--- config.mk ---
export PLATFORM = sky130hd
export DESIGN_NAME = audio_serial_port_regs
export DESIGN_NICKNAME = d
export VERILOG_FILES = /design/src/audio_serial_pkg.sv /design/src/audio_serial_link_if.sv /design/src/audio_serial_engine.sv /design/src/audio_serial_port_regs.sv
export SDC_FILE = /design/constraint.sdc
export NUM_CORES = 1
export LEC_CHECK = 0
export ABC_AREA = 1
export BUFFER_PORTS_ARGS = -buffer_cell sky130_fd_sc_hd__buf_2
export CAP_MARGIN = 20
export CORE_MARGIN = 2
export CORE_UTILIZATION = 45
export DETAILED_ROUTE_END_ITERATION = 6
export GPL_TIMING_DRIVEN = 1
export PLACE_DENSITY_LB_ADDON = 0.3
export SYNTH_ARGS = -nofsm -noshare
export SYNTH_HDL_FRONTEND = slang
export SYNTH_SLANG_ARGS = --single-unit
--- constraint.sdc ---
create_clock -name clk_sys -period 3.6 [get_ports clk_sys]
set_input_delay 0.72 -clock clk_sys [delete_from_list [all_inputs] [get_ports clk_sys]]
set_output_delay 0.72 -clock clk_sys [all_outputs]
set_load 0.02 [all_outputs]
--- src/audio_serial_pkg.sv ---
package audio_serial_pkg;

    // ----------------------------------------------------------------
    // Register offsets (byte addresses)
    // ----------------------------------------------------------------
    localparam logic [11:0] OFF_CONTROL      = 12'h000;
    localparam logic [11:0] OFF_STATUS       = 12'h004;
    localparam logic [11:0] OFF_FAULT_FLAGS  = 12'h008;
    localparam logic [11:0] OFF_LR_RATIO     = 12'h00C;
    localparam logic [11:0] OFF_TX_FIFO_PORT = 12'h010;
    localparam logic [11:0] OFF_RX_FIFO_PORT = 12'h014;
    localparam logic [11:0] OFF_TEST_MODE    = 12'h300;
    localparam logic [11:0] OFF_TEST_INPUT   = 12'h304;
    localparam logic [11:0] OFF_TEST_OUTPUT  = 12'h308;

    // ----------------------------------------------------------------
    // Control register fields
    // ----------------------------------------------------------------
    localparam int CTL_TX_EN       = 0;
    localparam int CTL_TX_IRQ_EN   = 1;
    localparam int CTL_RX_EN       = 2;
    localparam int CTL_RX_IRQ_EN   = 3;
    localparam int CTL_TX_WL_LSB   = 8;
    localparam int CTL_RX_WL_LSB   = 12;
    localparam int CTL_FIFO_FLUSH  = 16;
    localparam int CTL_CODEC_RESET = 17;
    localparam logic [31:0] CTL_WMASK = 32'h0003_770F;
    localparam logic [31:0] CTL_RESET = 32'h0000_2200;

    // ----------------------------------------------------------------
    // Fault flag, ratio and test register fields and resets
    // ----------------------------------------------------------------
    localparam int FLT_TX_FAULT = 0;
    localparam int FLT_RX_OVER  = 1;
    localparam logic [9:0] LR_RATIO_RESET = 10'h020;
    localparam logic [3:0] TEST_OUT_RESET = 4'h0;
    localparam int TOUT_SERIAL_OUT_DRIVE = 0;
    localparam int TOUT_SCLK  = 1;
    localparam int TOUT_WORD_SELECT_CLOCK  = 2;
    localparam int TOUT_IRQ   = 3;

    // ----------------------------------------------------------------
    // Buffers and serial framing
    // ----------------------------------------------------------------
    localparam int FIFO_DEPTH = 4;
    localparam int PTR_W      = 2;
    localparam int CNT_W      = 3;
    localparam logic [9:0] SAMPLE_BITS = 10'h010;

endpackage

--- src/audio_serial_link_if.sv ---
`timescale 1ns/10ps
interface audio_serial_link_if;
    logic        tx_en;
    logic        rx_en;
    logic [9:0]  lr_clock_divider;
    logic        tx_valid;
    logic [31:0] tx_data;
    logic        tx_pop;
    logic        tx_underrun;
    logic        rx_push;
    logic [31:0] rx_data;
    logic        serial_in_sample;
    logic        eng_sclk;
    logic        eng_word_select;
    logic        eng_serial_out;

    modport regs (
        output tx_en, rx_en, lr_clock_divider, tx_valid, tx_data,
        output serial_in_sample,
        input  tx_pop, tx_underrun, rx_push, rx_data,
        input  eng_sclk, eng_word_select, eng_serial_out
    );
    modport engine (
        input  tx_en, rx_en, lr_clock_divider, tx_valid, tx_data,
        input  serial_in_sample,
        output tx_pop, tx_underrun, rx_push, rx_data,
        output eng_sclk, eng_word_select, eng_serial_out
    );
endinterface

--- src/audio_serial_engine.sv ---
`timescale 1ns/10ps
module audio_serial_engine (
    // Clock and reset
    input  wire logic   clk_sys,
    input  wire logic   rst,
    // Link to register side
    audio_serial_link_if.engine lnk
);

    // ----------------------------------------------------------------
    // State
    // ----------------------------------------------------------------
    typedef struct packed {
        logic        sclk;
        logic        ws;
        logic        sdo;
        logic [9:0]  bitcnt;
        logic [31:0] tx_sh;
        logic [31:0] rx_sh;
        logic        pop;
        logic        under;
        logic        push;
        logic [31:0] rx_word;
    } eng_t;

    localparam logic [9:0] SAMPLE_BITS = audio_serial_pkg::SAMPLE_BITS;

    eng_t s_q;
    eng_t s_d;
    logic run;
    logic in_slot;

    assign run     = lnk.tx_en | lnk.rx_en;
    assign in_slot = (s_q.bitcnt != 10'h000) && (s_q.bitcnt <= SAMPLE_BITS);

    // ----------------------------------------------------------------
    // Serial clock, word select and shifting
    // ----------------------------------------------------------------
    // Serial clock is half the system clock; one half-frame lasts the
    // programmed ratio in serial clocks. Ratios under 17 cut the sample.

    always_comb begin
        s_d       = s_q;
        s_d.pop   = 1'b0;
        s_d.under = 1'b0;
        s_d.push  = 1'b0;
        if (!run) begin
            s_d.sclk   = 1'b0;
            s_d.ws     = 1'b0;
            s_d.sdo    = 1'b0;
            s_d.bitcnt = 10'h000;
        end else begin
            s_d.sclk = ~s_q.sclk;
            if (!s_q.sclk) begin
                // Rising edge: the codec's data is stable, take it.
                if (in_slot) begin
                    s_d.rx_sh = {s_q.rx_sh[30:0], lnk.serial_in_sample};
                end
            end else begin
                // Falling edge: advance the slot and launch the next bit.
                s_d.bitcnt = s_q.bitcnt + 10'h001;
                if (s_q.bitcnt + 10'h001 >= lnk.lr_clock_divider) begin
                    s_d.bitcnt = 10'h000;
                    s_d.ws     = ~s_q.ws;
                    if (s_q.ws) begin
                        // New frame: swap the stereo words in and out.
                        s_d.tx_sh   = lnk.tx_valid ? lnk.tx_data : 32'h0;
                        s_d.pop     = lnk.tx_valid & lnk.tx_en;
                        s_d.under   = ~lnk.tx_valid & lnk.tx_en;
                        s_d.push    = lnk.rx_en;
                        s_d.rx_word = s_q.rx_sh;
                    end
                end
                s_d.sdo = 1'b0;
                if (s_d.bitcnt != 10'h000 && s_d.bitcnt <= SAMPLE_BITS) begin
                    s_d.sdo   = s_q.tx_sh[31];
                    s_d.tx_sh = {s_q.tx_sh[30:0], 1'b0};
                end
            end
        end
    end

    always_ff @(posedge clk_sys) begin
        if (rst) begin
            s_q <= '0;
        end else begin
            s_q <= s_d;
        end
    end

    assign lnk.eng_sclk        = s_q.sclk;
    assign lnk.eng_word_select = s_q.ws;
    assign lnk.eng_serial_out  = s_q.sdo;
    assign lnk.tx_pop          = s_q.pop;
    assign lnk.tx_underrun     = s_q.under;
    assign lnk.rx_push         = s_q.push;
    assign lnk.rx_data         = s_q.rx_word;

endmodule

--- src/audio_serial_port_regs.sv ---
`timescale 1ns/10ps
module audio_serial_port_regs (
    // Clock and reset
    input  wire logic        clk_sys,
    input  wire logic        rst,
    // Peripheral register bus
    input  wire logic        psel,
    input  wire logic        penable,
    input  wire logic        pwrite,
    input  wire logic [11:0] paddr,
    input  wire logic [31:0] pwdata,
    output logic      [31:0] prdata,
    output logic             pready,
    output logic             pslverr,
    // Codec pins
    input  wire logic        serial_data_in,
    output logic             serial_clock,
    output logic             word_select_clock,
    output logic             serial_out_drive,
    output logic             codec_reset,
    // Interrupt
    output logic             irq
);

    // ----------------------------------------------------------------
    // State
    // ----------------------------------------------------------------
    typedef struct packed {
        logic [31:0]                        ctrl;
        logic [1:0]                         fault;
        logic [9:0]                         ratio;
        logic                               test_mode_enable;
        logic [3:0]                         test_out;
        logic [audio_serial_pkg::FIFO_DEPTH-1:0][31:0] tx_mem;
        logic [audio_serial_pkg::PTR_W-1:0] tx_rd;
        logic [audio_serial_pkg::PTR_W-1:0] tx_wr;
        logic [audio_serial_pkg::CNT_W-1:0] tx_cnt;
        logic [audio_serial_pkg::FIFO_DEPTH-1:0][31:0] rx_mem;
        logic [audio_serial_pkg::PTR_W-1:0] rx_rd;
        logic [audio_serial_pkg::PTR_W-1:0] rx_wr;
        logic [audio_serial_pkg::CNT_W-1:0] rx_cnt;
        logic [31:0]                        rdata;
    } regs_t;

    localparam logic [2:0] DEPTH = 3'(audio_serial_pkg::FIFO_DEPTH);

    regs_t s_q;
    regs_t s_d;
    audio_serial_link_if lnk ();

    logic        wr_acc;
    logic        rd_acc;
    logic        rd_setup;
    logic        tx_full;
    logic        rx_empty;
    logic        tx_alert;
    logic        rx_alert;
    logic        irq_normal;
    logic [2:0]  tx_free;
    logic [2:0]  rx_free;
    logic [31:0] status;
    logic        tx_push;
    logic        rx_pop;
    logic        rx_push_ok;

    // Address match, reused by read and write decode.
    function automatic logic hit(input logic [11:0] a, input logic [11:0] o);
        return a == o;
    endfunction

    // ----------------------------------------------------------------
    // Bus decode and derived status
    // ----------------------------------------------------------------
    assign wr_acc   = psel & penable & pwrite;
    assign rd_acc   = psel & penable & ~pwrite;
    assign rd_setup = psel & ~penable & ~pwrite;
    assign pready   = 1'b1;
    assign pslverr  = 1'b0;
    assign prdata   = s_q.rdata;

    assign tx_free  = DEPTH - s_q.tx_cnt;
    assign rx_free  = DEPTH - s_q.rx_cnt;
    assign tx_full  = s_q.tx_cnt == DEPTH;
    assign rx_empty = s_q.rx_cnt == 3'h0;
    // Alerts compare free word space against the programmed levels.
    assign tx_alert = tx_free > s_q.ctrl[audio_serial_pkg::CTL_TX_WL_LSB +: 3];
    assign rx_alert = rx_free < s_q.ctrl[audio_serial_pkg::CTL_RX_WL_LSB +: 3];
    assign status   = {26'h0, s_q.rx_cnt == DEPTH, rx_empty,
                       tx_full, s_q.tx_cnt == 3'h0, rx_alert, tx_alert};

    // A single level output; the system map gives each instance its line.
    assign irq_normal =
        (s_q.ctrl[audio_serial_pkg::CTL_TX_IRQ_EN] & tx_alert) |
        (s_q.ctrl[audio_serial_pkg::CTL_RX_IRQ_EN] & rx_alert);

    // Writes to a full transmit buffer are dropped and flagged.
    assign tx_push    = wr_acc & hit(paddr, audio_serial_pkg::OFF_TX_FIFO_PORT)
                        & ~tx_full;
    assign rx_pop     = rd_acc & hit(paddr, audio_serial_pkg::OFF_RX_FIFO_PORT)
                        & ~rx_empty;
    assign rx_push_ok = lnk.rx_push & (s_q.rx_cnt != DEPTH);

    // ----------------------------------------------------------------
    // Register and buffer update
    // ----------------------------------------------------------------
    always_comb begin
        s_d = s_q;
        if (wr_acc) begin
            unique case (1'b1)
                hit(paddr, audio_serial_pkg::OFF_CONTROL): begin
                    s_d.ctrl = pwdata & audio_serial_pkg::CTL_WMASK;
                end
                hit(paddr, audio_serial_pkg::OFF_FAULT_FLAGS): begin
                    s_d.fault = s_q.fault & ~pwdata[1:0];
                end
                hit(paddr, audio_serial_pkg::OFF_LR_RATIO): begin
                    s_d.ratio = pwdata[9:0];
                end
                hit(paddr, audio_serial_pkg::OFF_TEST_MODE): begin
                    s_d.test_mode_enable = pwdata[0];
                end
                hit(paddr, audio_serial_pkg::OFF_TEST_OUTPUT): begin
                    s_d.test_out = pwdata[3:0];
                end
                default: begin
                end
            endcase
        end
        // Set wins over a same-cycle clear.
        if (wr_acc && hit(paddr, audio_serial_pkg::OFF_TX_FIFO_PORT)
            && tx_full) begin
            s_d.fault[audio_serial_pkg::FLT_TX_FAULT] = 1'b1;
        end
        if (lnk.tx_underrun) begin
            s_d.fault[audio_serial_pkg::FLT_TX_FAULT] = 1'b1;
        end
        if (lnk.rx_push && !rx_push_ok) begin
            s_d.fault[audio_serial_pkg::FLT_RX_OVER] = 1'b1;
        end
        // Transmit buffer: left sample high, right sample low, one word.
        if (tx_push) begin
            s_d.tx_mem[s_q.tx_wr] = {pwdata[31:16], pwdata[15:0]};
            s_d.tx_wr = s_q.tx_wr + 2'h1;
        end
        if (lnk.tx_pop) begin
            s_d.tx_rd = s_q.tx_rd + 2'h1;
        end
        s_d.tx_cnt = s_q.tx_cnt + {2'h0, tx_push} - {2'h0, lnk.tx_pop};
        // Receive buffer, filled by the serial engine.
        if (rx_push_ok) begin
            s_d.rx_mem[s_q.rx_wr] = lnk.rx_data;
            s_d.rx_wr = s_q.rx_wr + 2'h1;
        end
        if (rx_pop) begin
            s_d.rx_rd = s_q.rx_rd + 2'h1;
        end
        s_d.rx_cnt = s_q.rx_cnt + {2'h0, rx_push_ok} - {2'h0, rx_pop};
        // Flush holds both buffers empty while the bit stays set.
        if (s_q.ctrl[audio_serial_pkg::CTL_FIFO_FLUSH]) begin
            s_d.tx_rd  = 2'h0;
            s_d.tx_wr  = 2'h0;
            s_d.tx_cnt = 3'h0;
            s_d.rx_rd  = 2'h0;
            s_d.rx_wr  = 2'h0;
            s_d.rx_cnt = 3'h0;
        end
        // Read data is captured in the setup phase and shown in access.
        s_d.rdata = 32'h0;
        if (rd_setup) begin
            unique case (1'b1)
                hit(paddr, audio_serial_pkg::OFF_CONTROL):
                    s_d.rdata = s_q.ctrl;
                hit(paddr, audio_serial_pkg::OFF_STATUS):
                    s_d.rdata = status;
                hit(paddr, audio_serial_pkg::OFF_FAULT_FLAGS):
                    s_d.rdata = {30'h0, s_q.fault};
                hit(paddr, audio_serial_pkg::OFF_LR_RATIO):
                    s_d.rdata = {22'h0, s_q.ratio};
                hit(paddr, audio_serial_pkg::OFF_RX_FIFO_PORT):
                    s_d.rdata = rx_empty ? 32'h0
                                         : s_q.rx_mem[s_q.rx_rd];
                hit(paddr, audio_serial_pkg::OFF_TEST_MODE):
                    s_d.rdata = {31'h0, s_q.test_mode_enable};
                hit(paddr, audio_serial_pkg::OFF_TEST_INPUT):
                    s_d.rdata = {31'h0, serial_data_in};
                hit(paddr, audio_serial_pkg::OFF_TEST_OUTPUT):
                    s_d.rdata = {28'h0, s_q.test_out};
                default: begin
                    s_d.rdata = 32'h0;
                end
            endcase
        end
    end

    always_ff @(posedge clk_sys) begin
        if (rst) begin
            s_q       <= '0;
            s_q.ctrl  <= audio_serial_pkg::CTL_RESET;
            s_q.ratio <= audio_serial_pkg::LR_RATIO_RESET;
            s_q.test_out <= audio_serial_pkg::TEST_OUT_RESET;
        end else begin
            s_q <= s_d;
        end
    end

    // ----------------------------------------------------------------
    // Serial engine and pin selection
    // ----------------------------------------------------------------
    assign lnk.tx_en            = s_q.ctrl[audio_serial_pkg::CTL_TX_EN];
    assign lnk.rx_en            = s_q.ctrl[audio_serial_pkg::CTL_RX_EN];
    assign lnk.lr_clock_divider = s_q.ratio;
    assign lnk.tx_valid         = s_q.tx_cnt != 3'h0;
    assign lnk.tx_data          = s_q.tx_mem[s_q.tx_rd];
    assign lnk.serial_in_sample = serial_data_in;

    audio_serial_engine u_engine (
        .clk_sys (clk_sys),
        .rst     (rst),
        .lnk     (lnk)
    );

    // Test mode overrides every output pin but codec_reset so a board test can wiggle them.
    assign serial_clock      = s_q.test_mode_enable
        ? s_q.test_out[audio_serial_pkg::TOUT_SCLK] : lnk.eng_sclk;
    assign word_select_clock = s_q.test_mode_enable
        ? s_q.test_out[audio_serial_pkg::TOUT_WORD_SELECT_CLOCK]
        : lnk.eng_word_select;
    assign serial_out_drive  = s_q.test_mode_enable
        ? s_q.test_out[audio_serial_pkg::TOUT_SERIAL_OUT_DRIVE]
        : lnk.eng_serial_out;
    assign irq               = s_q.test_mode_enable
        ? s_q.test_out[audio_serial_pkg::TOUT_IRQ] : irq_normal;
    assign codec_reset = s_q.ctrl[audio_serial_pkg::CTL_CODEC_RESET];

endmodule

; ---- Yosys cells after proc, flatten, opt, wreduce, memory -nomap -nowiden
; Cells that the tools add are included.
[word_totals]
out_inout_bits = 39
ff_bits = 443
in_bits = 50
elab_cells = 157
[op_classes]
mux = 31
magnitude_cmp = 11
bitwise_logic = 28
n_eq_ne = 13
add_sub_neg = 11
reduce_logical = 32
[op_table]
columns = operator, n
row1 = $bwmux 128, 2
row2 = $mux 32, 8
row3 = $pmux 32 s8, 1
row4 = $bmux 32 s2, 2
row5 = $demux 32 s2, 2
row6 = $mux 42, 3
row7 = $eq 12x10->1 const B, 3
row8 = $eq 12x4->1 const B, 2
row9 = $eq 12x5->1 const B, 2
row10 = $le 10x5->1 const B, 2
row11 = $reduce_bool 10->1, 2
row12 = $mux 17, 1
row13 = $and 1x1->1, 14
row14 = $reduce_and 2->1, 7
row15 = $eq 12x3->1 const B, 1
row16 = $logic_not 12->1, 1
row17 = $lt 2x3->1 const B, 4
row18 = $add 10x1->10 const B, 1
row19 = $ge 10x10->1, 1
row20 = $mux 10, 1
row21 = $not 1->1, 10
row22 = $mux 1, 9
row23 = $reduce_bool 3->1, 3
row24 = $add 2x1->2 const B, 4
row25 = other kinds (22), 40

; ---- Logic depth before layout (Yosys ltp)
[depth]
ltp_word = 11
ltp_mapped = 23
depth_no_buf = 22

; ---- Modules after synthesis
; A second synthesis with hierarchy kept.
[unflattened]
cells_unflattened = 2767
hier_area_um2 = 20159.3
[by_module_without_submodules]
columns = module, n_inst, area_each_um2, cells_each, seq_area_each_um2
row1 = audio_serial_port_regs, 1, 14600.3, 1996, 6626.4
row2 = audio_serial_engine, 1, 5559.1, 771, 2242.2

; ---- Worst setup path before layout
; Ideal clock, no wire load.
[synth_timing]
path_type = input port to flip-flop
from = input paddr[11]
to = register s_q[34] in the netlist's numbering
arrival_time_ns = 2.950
setup_ns = 0.071
n_path_buf = 0
required_time_ns = 3.529
slack_ns = 0.579
cell_stages = 14
cell_sequence = nor2_1 nand3_1 nor2_1 nand3_1 inv_1 nand4_1 inv_1 ha_1 inv_1 ha_1 inv_1 fa_1 or2_2 a21oi_1
[synth_via]
elab_chain_cells = 4
[synth_rtl]
columns = element, line_no
row1 = from (decl), audio_serial_port_regs.sv:10  ; input wire logic [11:0] paddr,
row2 = $eq 12x5->1, audio_serial_port_regs.sv:68  ; return a == o;
row3 = $and 1x1->1, audio_serial_port_regs.sv:99  ; assign rx_pop = rd_acc & hit(paddr, audio_serial_pkg::OFF_RX_FIFO_PORT)
row4 = $and 1x1->1, audio_serial_port_regs.sv:100  ; & ~rx_empty;
row5 = net rx_pop, audio_serial_port_regs.sv:63  ; logic rx_pop;
row6 = $sub 3x1->3, audio_serial_port_regs.sv:157  ; s_d.rx_cnt = s_q.rx_cnt + {2'h0, rx_push_ok} - {2'h0, rx_pop};
row7 = to (decl), audio_serial_port_regs.sv:47  ; regs_t s_q;
; The timed path passes the listed nets, and every way through them passes these cells.
; A chain may end at the register's enable or synchronous reset.

; ---- Final worst setup path
[layout_timing]
from = register s_q[168] in the netlist's numbering
to = output irq
[layout_via]
elab_chain_cells = 5
[layout_rtl]
columns = element, line_no
row1 = $sub 3x3->3, audio_serial_port_regs.sv:81  ; assign tx_free = DEPTH - s_q.tx_cnt;
row2 = $gt 3x3->1, audio_serial_port_regs.sv:86  ; assign tx_alert = tx_free > s_q.ctrl[audio_serial_pkg::CTL_TX_WL_LSB +: 3];
row3 = $and 1x1->1, audio_serial_port_regs.sv:93  ; (s_q.ctrl[audio_serial_pkg::CTL_TX_IRQ_EN] & tx_alert) |
row4 = $or 1x1->1, audio_serial_port_regs.sv:93
row5 = $mux 1, audio_serial_port_regs.sv:232  ; ? s_q.test_out[audio_serial_pkg::TOUT_IRQ] : irq_normal;
row6 = to (decl), audio_serial_port_regs.sv:22  ; output logic irq
; No other way between the ends.

==> impl_metrics.yaml <==
status:
  status: "finished clean"
logic_synthesis:
  synth_cell_types: 44
  muxShareOfSynthArea: 0
  ys_ff_latch: 443
  synth_edf_count: 0
  syn_area_um2: 19500
  synth_top_cell_by_area: "dfxtp_1"
  synth_nets: 2748
  async_flop_share: 0
  synth_xor_area_frac: 0.00180
  ys.flop_type: "dfxtp_1"
  synthMostInstantiatedCell: "dfxtp_1"
  synth_top_family_by_area: "compound AO/OA/AOI/OAI gates"
  yosys-top-cells-count: "dfxtp_1, nor2_1, inv_1, nand2_1, a21oi_1"
  syn_avg_cell_area_um2: 7.32
  synth_top_area_frac: 0.455
  postSynthCellCount: 2661
  synth_compound_area_frac: 0.209
  post_synth_main_area_contributors: "dfxtp_1, nor2_1, a21oi_1"
  ys_warn_count: 0
  synth_fa_ha_area_frac: 0.0245
  seq_area_frac_synth: 0.455
  synthSimpleGateAreaFrac: 0.197
clock_network:
  clkTransAtPathRegs_ns: 0.06
  cts-buffers-inserted: 47
  clock-sinks: 443
  cts_htree_levels: 2
  cts_tree: "done"
  cts.root.buffer_cell: "clkbuf_16"
  clk_latency_ns: 0.59
  holdBufCountCts: 0
  cts_setup_buffers: 0
  clock_path_buffers: 3
layout:
  num_antenna_cells: 0
  finalNetCount: 2706
  syn2layout_area_growth_pct: 10.6
  design_area_um2: 21600
  drive_above_1_share: 0.0872
  finalNonFillerCells: 3235
  fillers: 4192
  postLayoutCoreUtil: 0.503
critical_path:
  crit_path_max_fanout: 3
  cp-start-kind: "register"
  regToRegSetupSlack_ns: 0.37
  worstSetupEndpoint: "irq"
  crit_start: "s_q[168]"
  reg2reg_from: "u_engine.s_q[101]"
  worstRegToRegCells: 21
  arrival_ns: 2.74
  crit_type: "reg -> out"
  end_kind: "output pin"
  r2r_end: "u_engine.s_q[95]"
  critical_path_required_ns: 2.88
place:
  place_area_um2: 20000
  gp_routability_congestion: 0.886
  pre_cts_ws_ns: 0.288
  dpl.cell_count: 3154
  portBuffers: 86
  hpwl_um: 32700
floorplan:
  start_util: 0.454
  io_pins: 89
  die_h_um: 212
  core_area_um2: 42900
  std_cell_rows: 76
  die_w_um: 212
  dieArea_um2: 45000
routing:
  ant_nets: 0
  viasPerCell: 5.38
  drt_iter0_drc: 1276
  drc_errors: 0
  wire_per_inst_um: 16.4
  met2_length_um: 25400
  routed_wl_um: 53100
  wl_met3_um: 2900
  num_vias: 17400
  topRoutingLayerUsed: "met5"
  met1_length_um: 23400
  dr.pass1.iters: 6
timing:
  fin_setup_tns_ns: 0
  slew_violations: 0
  finClkSkew_ns: 0.0143
  hold_viol: 0
  fin_crit_ns: 3.46
  final-setup-viol-count: 0
  slew_headroom: 0.271
  rsz0062_at_grt: "no"
  tightest_slew_ns: 1.09
  hold-worst-slack_ns: 0.447
  fmax_ghz: 0.289
  worst_slack_ns: 0.136
  period_share: 0.962
grt:
  grt_max_degree: 130
  grt_usage: 0.234
  grt_remaining_overflow: 0
  grt_pass1_vias: 16100
  antenna_found_initial: 5
  grt_pass1_wl_um: 85100
min_path:
  holdCritPathClass: "reg -> reg"
  min_path_cells: 2
power:
  leakage_nw: 8.36
  p_total_mw: 9.91
  p_per_area_nw_per_um2: 460
  peakVddDrop_uv: 385
run:
  drv_cap: 0
==> worst min-delay path by stage <==
stage | start | end
finish | s_q[105] | s_q[105]
floorplan | s_q[329] | prdata[10]
detailed placement | s_q[105] | s_q[105]
global placement | s_q[44] | s_q[44]
global route | pwdata[26] | s_q[264]
CTS | pwdata[30] | s_q[268]
==> area by class of cell <==
type | count | area [µm²] | share of cell area
inverters | 317 | 1190 | 0.0553
repair buffers | 123 | 772 | 0.0358
well taps | 585 | 732 | 0.0340
multi-input cells | 1687 | 8460 | 0.392
flip-flops and latches | 443 | 8870 | 0.412
clock inverters | 17 | 203 | 0.00940
clock buffers | 63 | 1330 | 0.0615
==> layer usage <==
layer / vias up / global-route usage
met5: - / 0
met4: 10 / 0.0801
met3: 97 / 0.0368
met2: 484 / 0.400
met1: 8173 / 0.301
li1: 8642 / -
==> layout by cell type (no fill, tap or decap), types with 3 or more instances in the layout <==
| cell | synthesis | routed |
|---|---|---|
| nor2_1 | 403 | 403 |
| buf_4 | 34 | 33 |
| buf_12 | 0 | 3 |
| clkbuf_8 | 0 | 9 |
| clkinv_1 | 3 | 3 |
| o31ai_1 | 3 | 3 |
| o22ai_1 | 22 | 22 |
| a211oi_2 | 6 | 6 |
| ha_1 | 35 | 35 |
| a21oi_1 | 273 | 273 |
| clkbuf_1 | 134 | 7 |
| o32ai_1 | 4 | 4 |
| nand3_1 | 205 | 205 |
| inv_2 | 4 | 5 |
| dfxtp_1 | 443 | 441 |
| inv_1 | 310 | 308 |
| buf_2 | 31 | 85 |
| o21ai_0 | 265 | 265 |
| clkbuf_16 | 0 | 47 |
| nand2_4 | 4 | 4 |
| nand4_1 | 4 | 4 |
| a31oi_1 | 10 | 9 |
| o211ai_1 | 3 | 3 |
| nor2_4 | 3 | 3 |
| bufinv_16 | 0 | 3 |
| nand2_1 | 279 | 278 |
| nor3_1 | 10 | 10 |
| a211oi_1 | 127 | 127 |
| nand2_2 | 5 | 6 |
| clkinv_2 | 0 | 9 |
==> registers in the layout, indices dropped and copies added, names as in the netlist, 10 cells and up <==
register              flops
lnk.lr_clock_divider     10
prdata                   32
s_q                     286
u_engine.lnk.rx_data     32
u_engine.s_q             74
==> where the power goes <==
| group | switching (mW) | internal [mW] |
|---|---|---|
| clock network | 2.02 | 2.80 |
| logic | 0.144 | 0.0416 |
| registers | 0.0000173 | 4.90 |
==> cells by family after synthesis <==
group | Yosys count
xor+xnor | 4
flops | 443
fa+ha+maj | 37
other cells | 2
compound gates | 722
simple gates | 922
buf+inv | 531
==> worst max-delay path, cell delays in order (launching register included) <==
cell     delay [ns]
dfxtp_1        0.40
inv_1          0.06
ha_1           0.20
ha_1           0.27
inv_1          0.04
ha_1           0.29
nand2_1        0.05
o21ai_0        0.23
nand3_1        0.18
a31oi_4        0.24
buf_2          0.21
==> repair_timing <==
item | CTS | global route
setup endpoints to repair | 1 | 32
pin swaps | 0 | 1
resized for setup | 1 | 2
hold endpoints to repair | 0 | 0
(Power assumes the default switching activity.)
